<file path="src/sccl_pkg.sv">
// Purpose: shared constants, types and register layouts of the system clock controller
// Assumes: 200 MHz sys_clk, AHB-Lite register port, analog oscillators and PLLs outside
// Notes: register layouts are packed structs, bit 0 is the last field listed
package sccl_pkg;

    localparam int ADDR_W = 8;
    localparam logic [7:0] OFS_OSC = 8'h00;
    localparam logic [7:0] OFS_CFG = 8'h04;
    localparam logic [7:0] OFS_TRIM = 8'h08;
    localparam logic [7:0] OFS_PLL = 8'h0C;
    localparam logic [7:0] OFS_KSEL = 8'h10;
    localparam logic [7:0] OFS_GRUN = 8'h14;
    localparam logic [7:0] OFS_GSLP = 8'h18;
    localparam logic [7:0] OFS_INT = 8'h1C;
    localparam logic [7:0] OFS_STAT = 8'h20;

    // Bit positions inside the synchronised ready and clock vectors and the flag field
    localparam int RDY_HSE = 0;
    localparam int RDY_HSI = 1;
    localparam int RDY_MSI = 2;
    localparam int RDY_LSE = 3;
    localparam int RDY_LSI = 4;
    localparam int RDY_PLL0 = 5;
    localparam int RDY_W = 8;
    localparam int CLK_HSE = 0;
    localparam int CLK_HSI = 1;
    localparam int CLK_MSI = 2;
    localparam int CLK_LSE = 3;
    localparam int CLK_LSI = 4;
    localparam int CLK_W = 5;
    localparam int FLG_HSE = 0;
    localparam int FLG_LSE = 1;

    localparam int CLK_MHZ = 200;
    localparam int HSE_LOSS_NS = 1000;
    localparam int HSE_LOSS_CYC = (HSE_LOSS_NS * CLK_MHZ + 999) / 1000;
    localparam int LSE_LOSS_US = 100;
    localparam int LSE_LOSS_CYC = LSE_LOSS_US * CLK_MHZ;
    localparam int SWITCH_GAP_NS = 20;
    localparam int SWITCH_GAP_CYC = (SWITCH_GAP_NS * CLK_MHZ + 999) / 1000;
    localparam int DIV_W = 14;
    localparam logic [3:0] MSI_RANGES = 4'hC;
    localparam logic [3:0] MSI_RANGE_4MHZ = 4'h6;
    localparam logic [7:0] TRIM_MID = 8'h80;
    localparam logic [31:0] GRUN_RST = 32'h0000_0001;
    localparam logic [31:0] GSLP_RST = 32'h0000_0000;

    typedef enum logic [1:0] {
        SRC_MSI = 2'h0,
        SRC_HSI = 2'h1,
        SRC_HSE = 2'h2,
        SRC_PLL = 2'h3
    } sccl_src_type;

    typedef enum logic [3:0] {
        SW_IDLE = 4'h1,
        SW_WAIT = 4'h2,
        SW_STOP = 4'h4,
        SW_RESUME = 4'h8
    } sccl_sw_state_type;

    typedef struct packed {
        logic css_lse_en;
        logic css_hse_en;
        logic msi_autotrim;
        logic lsi_on;
        logic [1:0] lse_drive;
        logic lse_byp;
        logic lse_on;
        logic msi_on;
        logic hsi_on;
        logic hse_byp;
        logic hse_on;
    } sccl_osc_type;

    typedef struct packed {
        logic slow_clock_output_en;
        logic slow_clock_output_sel;
        logic [2:0] mco_sel;
        logic [2:0] ppre2;
        logic [2:0] ppre1;
        logic [2:0] hpre;
        sccl_src_type sw;
    } sccl_cfg_type;

    typedef struct packed {
        logic [7:0] hsi_trim;
        logic [7:0] msi_trim;
        logic [3:0] msi_range;
    } sccl_trim_type;

    typedef struct packed {
        logic [8:0] out_en;
        logic [2:0] on;
        sccl_src_type src;
    } sccl_pll_type;

    localparam sccl_osc_type OSC_RST = '{msi_on: 1'b1, default: '0};
    localparam sccl_cfg_type CFG_RST = '{sw: SRC_MSI, default: '0};
    localparam sccl_trim_type TRIM_RST = '{hsi_trim: TRIM_MID, msi_trim: TRIM_MID, msi_range: MSI_RANGE_4MHZ};
    localparam sccl_pll_type PLL_RST = '{src: SRC_MSI, default: '0};

    // Multispeed RC edges expected in one 32.768 kHz period, per range
    function automatic logic [10:0] sccl_msi_target(input logic [3:0] range);
        case (range)
            4'h0: return 11'h003;
            4'h1: return 11'h006;
            4'h2: return 11'h00C;
            4'h3: return 11'h018;
            4'h4: return 11'h01F;
            4'h5: return 11'h03D;
            4'h6: return 11'h07A;
            4'h7: return 11'h0F4;
            4'h8: return 11'h1E8;
            4'h9: return 11'h2DC;
            4'hA: return 11'h3D1;
            default: return 11'h5B9;
        endcase
    endfunction

    function automatic logic [DIV_W-1:0] sccl_mask(input logic [3:0] exp2);
        return (14'h0001 << exp2) - 14'h0001;
    endfunction

endpackage

</file>
<file path="src/sccl_clock_ctrl.sv">
// Purpose: system clock controller: source switch, prescalers, gating, monitors, clock outputs
// Assumes: AHB-Lite slave, one sys_clk domain; oscillator clocks and ready lines arrive asynchronously
// Notes: clock muxes and gate cells sit outside; this block drives their selects and enables
//
// Design decisions made here: the AHB-Lite register port and the register addresses.
`timescale 1ns/1ps
module sccl_clock_ctrl #(
    parameter int LSE_LOSS_CYC = sccl_pkg::LSE_LOSS_CYC
) (
    input wire logic sys_clk,
    input wire logic srst,
    input wire logic hsel,
    input wire logic [31:0] haddr,
    input wire logic [1:0] htrans,
    input wire logic hwrite,
    input wire logic [2:0] hsize,
    input wire logic [31:0] hwdata,
    input wire logic hready,
    output logic hreadyout,
    output logic hresp,
    output logic [31:0] hrdata,
    input wire logic [sccl_pkg::RDY_W-1:0] osc_rdy_raw,
    input wire logic [sccl_pkg::CLK_W-1:0] osc_clk_raw,
    input wire logic low_power,
    input wire logic vbat_only,
    output sccl_pkg::sccl_osc_type osc_ctl,
    output sccl_pkg::sccl_trim_type osc_trim,
    output sccl_pkg::sccl_src_type pll_src,
    output logic [2:0] pll_on,
    output logic [8:0] pll_out_en,
    output sccl_pkg::sccl_src_type sys_src_sel,
    output logic sys_gate_en,
    output logic cpu_tick,
    output logic apb1_tick,
    output logic apb2_tick,
    output logic [15:0] kclk_sel,
    output logic [31:0] clk_gate_en,
    output logic mco_out,
    output logic slow_clock_output_out,
    output logic clk_irq
);
    typedef struct packed {
        logic [sccl_pkg::ADDR_W-1:0] addr;
        logic wr_ph;
        logic rd_ph;
        logic [31:0] rdata;
        sccl_pkg::sccl_osc_type osc;
        sccl_pkg::sccl_cfg_type cfg;
        sccl_pkg::sccl_trim_type trim;
        sccl_pkg::sccl_pll_type pll;
        logic [8:0] pll_oe;
        logic [15:0] ksel;
        logic [31:0] grun;
        logic [31:0] gslp;
        logic [31:0] gate;
        logic [1:0] ie;
        logic [1:0] flag;
        sccl_pkg::sccl_sw_state_type fsm;
        sccl_pkg::sccl_src_type cur;
        sccl_pkg::sccl_src_type tgt;
        logic [3:0] gap;
        logic gate_off;
        logic [sccl_pkg::DIV_W-1:0] div;
        logic [2:0] ticks;
        logic [10:0] at_cnt;
        logic clock_output_pin;
        logic slow_clock_output;
    } sccl_state_type;

    sccl_state_type q;
    sccl_state_type n;
    logic [sccl_pkg::RDY_W-1:0] rdy;
    logic [sccl_pkg::CLK_W-1:0] clk_lvl;
    logic [sccl_pkg::CLK_W-1:0] clk_rise;
    logic [sccl_pkg::RDY_W-1:0] rdy_rise_unused;
    logic hse_lost;
    logic lse_lost;
    logic hse_watch_en;
    logic lse_watch_en;

    // Ready lines and raw oscillator clocks share one synchroniser bank
    sccl_sync3 #(
        .W(sccl_pkg::RDY_W + sccl_pkg::CLK_W)
    ) u_sync (
        .sys_clk(sys_clk),
        .srst(srst),
        .din({osc_clk_raw, osc_rdy_raw}),
        .level({clk_lvl, rdy}),
        .rise({clk_rise, rdy_rise_unused})
    );

    assign hse_watch_en = q.osc.css_hse_en & q.osc.hse_on & rdy[sccl_pkg::RDY_HSE];
    assign lse_watch_en = q.osc.css_lse_en & q.osc.lse_on & rdy[sccl_pkg::RDY_LSE];

    sccl_loss_watch #(
        .LIMIT(sccl_pkg::HSE_LOSS_CYC)
    ) u_hse_watch (
        .sys_clk(sys_clk),
        .srst(srst),
        .enable(hse_watch_en),
        .edge_seen(clk_rise[sccl_pkg::CLK_HSE]),
        .lost(hse_lost)
    );

    sccl_loss_watch #(
        .LIMIT(LSE_LOSS_CYC)
    ) u_lse_watch (
        .sys_clk(sys_clk),
        .srst(srst),
        .enable(lse_watch_en),
        .edge_seen(clk_rise[sccl_pkg::CLK_LSE]),
        .lost(lse_lost)
    );

    function automatic logic src_ready(input sccl_pkg::sccl_src_type s, input logic [sccl_pkg::RDY_W-1:0] r);
        case (s)
            sccl_pkg::SRC_MSI: return r[sccl_pkg::RDY_MSI];
            sccl_pkg::SRC_HSI: return r[sccl_pkg::RDY_HSI];
            sccl_pkg::SRC_HSE: return r[sccl_pkg::RDY_HSE];
            default: return r[sccl_pkg::RDY_PLL0];
        endcase
    endfunction

    always_comb begin
        logic [31:0] rd;
        logic [31:0] wd;
        logic hse_in_use;
        logic [3:0] apb1_exp;
        logic [3:0] apb2_exp;
        logic [10:0] target;
        sccl_pkg::sccl_cfg_type cfg_w;
        sccl_pkg::sccl_trim_type trim_w;
        sccl_pkg::sccl_pll_type pll_w;
        rd = '0;
        wd = hwdata;
        hse_in_use = 1'b0;
        apb1_exp = '0;
        apb2_exp = '0;
        target = '0;
        cfg_w = sccl_pkg::sccl_cfg_type'(wd[15:0]);
        trim_w = sccl_pkg::sccl_trim_type'(wd[19:0]);
        pll_w = sccl_pkg::sccl_pll_type'(wd[13:0]);
        n = q;
        n.wr_ph = 1'b0;
        n.rd_ph = 1'b0;

        // Register read mux, used in the first data-phase cycle
        case (q.addr)
            sccl_pkg::OFS_OSC: rd = 32'(q.osc);
            sccl_pkg::OFS_CFG: rd = 32'(q.cfg);
            sccl_pkg::OFS_TRIM: rd = 32'(q.trim);
            sccl_pkg::OFS_PLL: rd = 32'(q.pll);
            sccl_pkg::OFS_KSEL: rd = 32'(q.ksel);
            sccl_pkg::OFS_GRUN: rd = q.grun;
            sccl_pkg::OFS_GSLP: rd = q.gslp;
            sccl_pkg::OFS_INT: rd = 32'({q.ie, q.flag});
            sccl_pkg::OFS_STAT: rd = 32'({q.fsm != sccl_pkg::SW_IDLE, q.cur, rdy});
            default: rd = '0;
        endcase
        if (q.rd_ph) begin
            n.rdata = rd;
        end

        if (q.wr_ph) begin
            case (q.addr)
                sccl_pkg::OFS_OSC: n.osc = sccl_pkg::sccl_osc_type'(wd[11:0]);
                sccl_pkg::OFS_CFG: n.cfg = cfg_w;
                sccl_pkg::OFS_TRIM: begin
                    n.trim.hsi_trim = trim_w.hsi_trim;
                    n.trim.msi_trim = trim_w.msi_trim;
                    // Only twelve ranges exist; other codes are ignored
                    if (trim_w.msi_range < sccl_pkg::MSI_RANGES) begin
                        n.trim.msi_range = trim_w.msi_range;
                    end
                end
                sccl_pkg::OFS_PLL: begin
                    n.pll.on = pll_w.on;
                    n.pll.out_en = pll_w.out_en;
                    // PLL cannot reference itself; keep the old source
                    if (pll_w.src != sccl_pkg::SRC_PLL) begin
                        n.pll.src = pll_w.src;
                    end
                end
                sccl_pkg::OFS_KSEL: n.ksel = wd[15:0];
                sccl_pkg::OFS_GRUN: n.grun = wd;
                sccl_pkg::OFS_GSLP: n.gslp = wd;
                sccl_pkg::OFS_INT: n.ie = wd[3:2];
                default: ;
            endcase
        end

        if (hsel && htrans[1] && hready) begin
            n.addr = haddr[sccl_pkg::ADDR_W-1:0];
            n.wr_ph = hwrite;
            n.rd_ph = ~hwrite;
        end

        // Source switch: hold the old clock until the target is ready
        case (q.fsm)
            sccl_pkg::SW_IDLE: begin
                if (q.cfg.sw != q.cur) begin
                    n.tgt = q.cfg.sw;
                    n.fsm = sccl_pkg::SW_WAIT;
                end
            end
            sccl_pkg::SW_WAIT: begin
                if (q.cfg.sw != q.tgt) begin
                    n.tgt = q.cfg.sw;
                end else if (q.tgt == q.cur) begin
                    n.fsm = sccl_pkg::SW_IDLE;
                end else if (src_ready(q.tgt, rdy)) begin
                    n.gate_off = 1'b1;
                    n.gap = 4'(sccl_pkg::SWITCH_GAP_CYC);
                    n.fsm = sccl_pkg::SW_STOP;
                end
            end
            sccl_pkg::SW_STOP: begin
                // Switch FSM changes the mux only while the gated clock is stopped; the HSE-loss jump below changes it with the gate open
                if (q.gap == 4'h0) begin
                    n.cur = q.tgt;
                    n.gap = 4'(sccl_pkg::SWITCH_GAP_CYC);
                    n.fsm = sccl_pkg::SW_RESUME;
                end else begin
                    n.gap = q.gap - 4'h1;
                end
            end
            sccl_pkg::SW_RESUME: begin
                if (q.gap == 4'h0) begin
                    n.gate_off = 1'b0;
                    n.fsm = sccl_pkg::SW_IDLE;
                end else begin
                    n.gap = q.gap - 4'h1;
                end
            end
            default: begin
                n.gate_off = 1'b0;
                n.fsm = sccl_pkg::SW_IDLE;
            end
        endcase

        // Lost external oscillator: no clean handover is possible, jump at once
        hse_in_use = (q.cur == sccl_pkg::SRC_HSE) ||
                     (q.cur == sccl_pkg::SRC_PLL && q.pll.src == sccl_pkg::SRC_HSE);
        if (hse_lost && hse_in_use) begin
            n.cur = sccl_pkg::SRC_HSI;
            n.tgt = sccl_pkg::SRC_HSI;
            n.cfg.sw = sccl_pkg::SRC_HSI;
            n.osc.hsi_on = 1'b1;
            n.gate_off = 1'b0;
            n.fsm = sccl_pkg::SW_IDLE;
        end

        // Hardware set wins over a same-cycle clear
        if (q.wr_ph && q.addr == sccl_pkg::OFS_INT) begin
            n.flag = q.flag & ~wd[1:0];
        end
        if (hse_lost) begin
            n.flag[sccl_pkg::FLG_HSE] = 1'b1;
        end
        if (lse_lost) begin
            n.flag[sccl_pkg::FLG_LSE] = 1'b1;
        end

        // Auto-trim: count RC edges over one crystal period, nudge trim by one
        target = sccl_pkg::sccl_msi_target(q.trim.msi_range);
        if (q.osc.msi_autotrim && q.osc.msi_on && q.osc.lse_on && rdy[sccl_pkg::RDY_LSE]) begin
            if (clk_rise[sccl_pkg::CLK_LSE]) begin
                n.at_cnt = '0;
                if (q.at_cnt < target && q.trim.msi_trim != 8'hFF) begin
                    n.trim.msi_trim = q.trim.msi_trim + 8'h01;
                end else if (q.at_cnt > target && q.trim.msi_trim != 8'h00) begin
                    n.trim.msi_trim = q.trim.msi_trim - 8'h01;
                end
            end else if (clk_rise[sccl_pkg::CLK_MSI] && q.at_cnt != 11'h7FF) begin
                n.at_cnt = q.at_cnt + 11'h001;
            end
        end else begin
            n.at_cnt = '0;
        end

        // Prescalers as tick strobes; bus ratios stack on the CPU ratio
        n.div = q.div + 14'h0001;
        apb1_exp = 4'({1'b0, q.cfg.hpre} + {1'b0, q.cfg.ppre1});
        apb2_exp = 4'({1'b0, q.cfg.hpre} + {1'b0, q.cfg.ppre2});
        n.ticks[0] = (q.div & sccl_pkg::sccl_mask({1'b0, q.cfg.hpre})) == '0;
        n.ticks[1] = (q.div & sccl_pkg::sccl_mask(apb1_exp)) == '0;
        n.ticks[2] = (q.div & sccl_pkg::sccl_mask(apb2_exp)) == '0;

        for (int i = 0; i < 9; i++) begin
            n.pll_oe[i] = q.pll.out_en[i] & q.pll.on[i / 3] & rdy[sccl_pkg::RDY_PLL0 + i / 3];
        end

        n.gate = low_power ? q.gslp : q.grun;

        // Sampled copy: faithful only well below sys_clk / 2
        case (q.cfg.mco_sel)
            3'h1: n.clock_output_pin = clk_lvl[sccl_pkg::CLK_HSE];
            3'h2: n.clock_output_pin = clk_lvl[sccl_pkg::CLK_HSI];
            3'h3: n.clock_output_pin = clk_lvl[sccl_pkg::CLK_MSI];
            3'h4: n.clock_output_pin = clk_lvl[sccl_pkg::CLK_LSE];
            3'h5: n.clock_output_pin = clk_lvl[sccl_pkg::CLK_LSI];
            default: n.clock_output_pin = 1'b0;
        endcase
        if (q.cfg.slow_clock_output_en && !vbat_only) begin
            n.slow_clock_output = q.cfg.slow_clock_output_sel ? clk_lvl[sccl_pkg::CLK_LSE] : clk_lvl[sccl_pkg::CLK_LSI];
        end else begin
            n.slow_clock_output = 1'b0;
        end
    end

    always_ff @(posedge sys_clk) begin
        if (srst) begin
            q <= '0;
            q.osc <= sccl_pkg::OSC_RST;
            q.cfg <= sccl_pkg::CFG_RST;
            q.trim <= sccl_pkg::TRIM_RST;
            q.pll <= sccl_pkg::PLL_RST;
            q.grun <= sccl_pkg::GRUN_RST;
            q.gslp <= sccl_pkg::GSLP_RST;
            q.gate <= sccl_pkg::GRUN_RST;
            q.cur <= sccl_pkg::SRC_MSI;
            q.tgt <= sccl_pkg::SRC_MSI;
            q.fsm <= sccl_pkg::SW_IDLE;
        end else begin
            q <= n;
        end
    end

    // Reads take one wait state so that hrdata comes from a flop
    assign hreadyout = ~q.rd_ph;
    assign hresp = 1'b0;
    assign hrdata = q.rdata;
    assign osc_ctl = q.osc;
    assign osc_trim = q.trim;
    assign pll_src = q.pll.src;
    assign pll_on = q.pll.on;
    assign pll_out_en = q.pll_oe;
    assign sys_src_sel = q.cur;
    assign sys_gate_en = ~q.gate_off;
    assign cpu_tick = q.ticks[0];
    assign apb1_tick = q.ticks[1];
    assign apb2_tick = q.ticks[2];
    assign kclk_sel = q.ksel;
    assign clk_gate_en = q.gate;
    assign mco_out = q.clock_output_pin;
    assign slow_clock_output_out = q.slow_clock_output;
    assign clk_irq = |(q.flag & q.ie);
endmodule

</file>
<file path="src/sccl_sync3.sv">
// Purpose: three-stage synchroniser with agreement filter and rise pulse
// Assumes: inputs asynchronous to sys_clk
// Notes: a change is taken once stages two and three agree
`timescale 1ns/1ps
module sccl_sync3 #(
    parameter int W = 1
) (
    input wire logic sys_clk,
    input wire logic srst,
    input wire logic [W-1:0] din,
    output logic [W-1:0] level,
    output logic [W-1:0] rise
);
    typedef struct packed {
        logic [W-1:0] s1;
        logic [W-1:0] s2;
        logic [W-1:0] s3;
        logic [W-1:0] lvl;
        logic [W-1:0] rise;
    } sccl_sync_type;

    sccl_sync_type q;
    sccl_sync_type n;
    logic [W-1:0] agree;

    always_comb begin
        n = q;
        agree = ~(q.s2 ^ q.s3);
        n.s1 = din;
        n.s2 = q.s1;
        n.s3 = q.s2;
        n.lvl = (agree & q.s3) | (~agree & q.lvl);
        n.rise = n.lvl & ~q.lvl;
    end

    always_ff @(posedge sys_clk) begin
        if (srst) begin
            q <= '0;
        end else begin
            q <= n;
        end
    end

    assign level = q.lvl;
    assign rise = q.rise;
endmodule

</file>
<file path="src/sccl_loss_watch.sv">
// Purpose: flags a clock that shows no edge for LIMIT sys_clk cycles
// Assumes: edge_seen is a one-cycle pulse per edge of the watched clock
// Notes: lost pulses once per outage; rearms on the next edge
`timescale 1ns/1ps
module sccl_loss_watch #(
    parameter int LIMIT = 200
) (
    input wire logic sys_clk,
    input wire logic srst,
    input wire logic enable,
    input wire logic edge_seen,
    output logic lost
);
    localparam int CW = $clog2(LIMIT + 1);
    localparam logic [CW-1:0] LIM = CW'(LIMIT);

    typedef struct packed {
        logic [CW-1:0] cnt;
        logic lost;
    } sccl_watch_type;

    sccl_watch_type q;
    sccl_watch_type n;

    always_comb begin
        n = q;
        n.lost = 1'b0;
        if (!enable || edge_seen) begin
            n.cnt = '0;
        end else if (q.cnt != LIM) begin
            n.cnt = q.cnt + CW'(1);
            n.lost = (n.cnt == LIM);
        end
    end

    always_ff @(posedge sys_clk) begin
        if (srst) begin
            q <= '0;
        end else begin
            q <= n;
        end
    end

    assign lost = q.lost;
endmodule

</file>
<file path="config.mk">
export PLATFORM = sky130hd
export DESIGN_NAME = sccl_clock_ctrl
export DESIGN_NICKNAME = d
export VERILOG_FILES = /design/src/sccl_pkg.sv /design/src/sccl_clock_ctrl.sv /design/src/sccl_sync3.sv /design/src/sccl_loss_watch.sv
export SDC_FILE = /design/constraint.sdc
export NUM_CORES = 1
export LEC_CHECK = 0
export BUFFER_PORTS_ARGS = -buffer_cell sky130_fd_sc_hd__buf_2
export CORE_AREA = 2 2 168 170
export CTS_CLUSTER_DIAMETER = 60
export DETAILED_ROUTE_END_ITERATION = 10
export DIE_AREA = 0 0 170 172
export PLACE_DENSITY = 0.88
export SYNTH_ARGS = -nofsm -noshare
export SYNTH_HDL_FRONTEND = slang
export SYNTH_SLANG_ARGS = --single-unit
</file>
<file path="constraint.sdc">
create_clock -name sys_clk -period 8.75 [get_ports sys_clk]
set_input_delay 1.75 -clock sys_clk [delete_from_list [all_inputs] [get_ports sys_clk]]
set_output_delay 1.75 -clock sys_clk [all_outputs]
set_load 0.01 [all_outputs]
</file>
# == Yosys cells after proc, flatten, opt, wreduce, memory -nomap -nowiden ==
# Memory sizes are Yosys's and may differ from the RTL's. A register that Yosys moved wholly into a read port is not among the register bits.
# Index checks and enable logic that the tools add are counted.
# op_classes
eq_ne,44
magnitude_cmp,3
shifts,3
mux,46
reduce_logical,64
add_sub_neg,12
bitwise_logic,45
# op_table
cell,n
$pmux W32 S9,1
$mux W53,1
$and A14 B14 Y14,3
$logic_not A14 Y1,3
$sub A14 B1 Y14 const B,3
$mux W4,10
$eq A8 B5 Y1 const B,4
$mux W32,1
$mux W8,4
$shl A1 B4 Y14 const A,2
$and A13 B13 Y13,2
$not A13 Y13,2
$reduce_and A2 Y1,12
$and A1 B1 Y1,22
$mux W20,1
$add A8 B1 Y8 const B,2
$eq A8 B4 Y1 const B,2
$mux W16,1
$ne A2 B2 Y1 const B,8
$ne A8 B8 Y1 const B,2
$pmux W4 S4,1
$reduce_bool A2 Y1,8
$add A15 B1 Y15 const B,1
$eq A15 B15 Y1 const B,1
58 further kinds,120
# totals
regBits,361
n_memories,1
in_bits,89
word_cells,276
romBits,176
# memory_table
memory,depth,width,read_ports,rd_ports_with_merged_regs,write_ports,line,source
(no name shown),16,11,1,1,0,sccl_pkg.sv:105,case (range)

# == Depth between registers and ports, before layout ==
# logic_depth
word_depth,9
mapped_depth,14
ltp_nobuf,13

# == Cells and area by module ==
# From an unflattened synthesis, not the netlist that was laid out.
# hier_totals
cells_unflattened,2119
hier_area_um2,17944.7
# by_module_without_submodules
mod,instances,area_each_um2,cells_per_inst,seq_area_each_um2
sccl_clock_ctrl,1,14477.6,1776,5665.4
sccl_sync3,1,2100.8,187,1301.2
sccl_loss_watch (u_lse_watch),1,887.1,103,320.3
sccl_loss_watch (u_hse_watch),1,479.2,53,180.2

# == Least setup slack after synthesis ==
# OpenSTA, ideal clock, no wires.
# synth_path
kind,input port to flip-flop
start,input port hwdata[2]
end,register with a tool-made name
setup_ns,0.122
t_arrival_ns,3.242
stages,9
setup_slack_ns,5.386
n_path_buf,1
required_time_ns,8.628
path_cell_list,clkbuf_1 > nand2_1 > nand4_1 > nand2_1 > a21oi_1 > inv_1 > ha_1 > mux2_1 > o2bb2ai_1
# synth_lines
element,line,source
from (decl),sccl_clock_ctrl.sv:17,"input wire logic [31:0] hwdata,"

# == Worst setup path after layout ==
# layout_path
start,register q[262] in the netlist's numbering
end,output port hreadyout
# layout_between
elab_chain_cells,1
# layout_rtl
element,line,source
from (decl),sccl_clock_ctrl.sv:70,sccl_state_type q;
from (signal assigned),sccl_clock_ctrl.sv:325,q <= n;
$not A1 Y1,sccl_clock_ctrl.sv:330,assign hreadyout = ~q.rd_ph;
to (decl),sccl_clock_ctrl.sv:19,"output logic hreadyout,"
# No other way between the ends.

==> flow_metrics.tcl <==
set metrics [dict create \
    setup_viol 0 \
    cts_buffers 38 \
    gp_congestion 0.969 \
    drt_first_pass_iters 7 \
    status "completed" \
    ioPinCount 226 \
    final_cells 2445 \
    worst-setup-path-type "reg -> out" \
    grt_overflow 0 \
    dp_hpwl_um 32600 \
    layout_common_cells "dfxtp_1, nand2_1, a21oi_1" \
    grt_pass1_wl_um 73500 \
    cp_max_fo 52 \
    cts_max_path_buffers 3 \
    row_count 61 \
    vias_per_cell 6.25 \
    async_flop_share_pct 0 \
    final_common_cell "dfxtp_1" \
    area_growth_pct 7.79 \
    clk_pin_slew_ns 0.06 \
    post_drt_wl_per_cell_um 19.6 \
    fillers 2105 \
    placed_area_um2 17200 \
    cts_root_buf "clkbuf_16" \
    synth_edf_count 0 \
    period_share_pct 43.8 \
    core_um2 27500 \
    grt_pass1_vias 14320 \
    ir_drop_v 0.000136 \
    p_leak_uw 0.00720 \
    multi_input_area_um2 8190 \
    relSlewSlack_pct 22.3 \
    wirelength_um 47900 \
    design_area_um2 18400 \
    drc 0 \
    port_buffers 196 \
    grt_max_degree 114 \
    period_minus_slack_ns 3.83 \
    final_nets 2202 \
    switchingPower_uw 792 \
    synth.cell_area_um2 17100 \
    netSwitchingFraction_pct 22.7 \
    hp-class "reg -> reg" \
    cp-end-kind "output port" \
    grt_antenna_before_repair 3 \
    tns_ns 0 \
    start_util_pct 62.2 \
    crit_required_ns 7.00 \
    die-area_um2 29200 \
    hold_viol_final 0 \
    initialDrtViolationCount 1997 \
    rsz0062_at_grt "false" \
    max_clock_freq_ghz 0.261 \
    ys_ff_latch 363 \
    synth_ff_type "dfxtp_1" \
    postSynthCellCount 2077 \
    finClkSkew_ns 0.0200 \
    max_cap_viol_count 0 \
    tritoncts "done" \
    yosysWarnings 0 \
    maxSlewViolCount 0 \
    ant_nets 0 \
    fp.dieH_um 172 \
    post_cts.repair.setup_buffers 0 \
    area.sequential_um2 7270 \
    cts_resized 0 \
    internal_power_uw 2690 \
    power_frac_seq_pct 48.5 \
    combPwrFrac_pct 5.0 \
    avgSynthCellArea_um2 8.23 \
    clock_sinks 363 \
    grt_usage_pct 31.5 \
    synth.net_count 2203 \
    yosysSeqAreaShare_pct 42.5 \
    dp.cells 2382 \
    powerDensity_nw_per_um2 189 \
    cp-start-kind "flop" \
    worstPathArrival_ns 2.08 \
    drive_gt1_share_pct 14.3 \
    p_clk_share_pct 46.4 \
    cts.htree.levels 2 \
    worst_pin_slew_ns 1.17 \
    ys_types 83 \
    die_w_um 170 \
    vias 15270 \
    clock_latency_ns 0.53 \
    cts_hold_buf 0 \
]
cells by family (layout without fill, tap and decap cells):
kind of cell / count (synthesis) / count (layout) / share of synthesized area [%]
xor gates and xnor gates: 61 / 61 / 3.12
DFF: 363 / 363 / 42.5
buffers and inverters: 304 / 325 / 9.66
muxes: 81 / 81 / 5.25
other: 1 / 2 / 0.0219
and+or+nand+nor: 827 / 827 / 22.3
AOI/OAI and AO/OA: 403 / 403 / 14.4
adders and majority gates: 37 / 37 / 2.79
sequential cells by signal (all words and copies together) (netlist names), 8 cells and up, named ones only:
register	count
clk_gate_en	32
hrdata	32
kclk_sel	16
osc_ctl	12
osc_trim	20
pll_out_en	9
q	139
u_hse_watch.q	8
u_lse_watch.q	15
u_sync.n	26
u_sync.q	13
worst max-delay path, cell delays in order, from the launching register on:
cell     delay, ns
dfxtp_2       0.31
buf_4         0.51
inv_1         0.44
buf_2         0.26
worst paths after layout:
check          startpoint      endpoint  slack, ns  cells after the start
max                q[262]     hreadyout       4.92                      3
min          u_sync.n[45]  u_sync.n[32]       0.43                      1
max reg2reg        q[267]          flop       4.92                      9
min reg2reg  u_sync.n[45]  u_sync.n[32]       0.43                      1
cell usage after synthesis (35+ instances only):
cell type  instances  area, µm²
a21oi_1          209       1050
buf_4            131        983
clkbuf_1         107        402
dfxtp_1          363       7270
ha_1              35        438
inv_1             47        176
mux2i_1           66        661
nand2_1          360       1350
nand3_1           63        315
nor2_1           173        649
nor2b_1           57        357
nor3_1            44        220
o21ai_0           53        265
power groups by stage:
stage	logic (µW)	clock network (µW)	registers (µW)
2_1_floorplan	118	0	1720
3_3_place_gp	162	0	1730
3_5_place_dp	166	0	1730
4_1_cts	169	1620	1690
5_1_grt	187	1690	1690
6_report	176	1620	1690
stage by stage:
stage                     utilization, %  setup slack [ns]  hold WS [ns]  total power, µW
after detailed placement            62.6              4.86         0.421             1890
final                               67.1              4.92         0.430             3490
after global placement              62.6              4.94         0.421             1890
after floorplan                        -              5.39         0.413             1840
after global routing                67.1              4.78         0.455             3570
after CTS                           67.1              4.95         0.428             3480
layer usage:
metal | wire length [µm] | track usage (%)
met5 | 27 | 0
met2 | 21400 | 50.1
met1 | 18100 | 39.2
met3 | 5600 | 8.65
met4 | 2720 | 17.1
final cells by class:
cell class,count,share of cell area (%)
Tap cell,346,2.35
Multi-Input combinational cell,1410,44.4
Clock buffer,51,5.69
Sequential cell,363,39.4
Antenna cell,1,0.0136
Inverter,49,1.02
Timing Repair Buffer,214,6.10
Clock inverter,11,0.998
No activity file was read; power rests on OpenSTA's default activity.
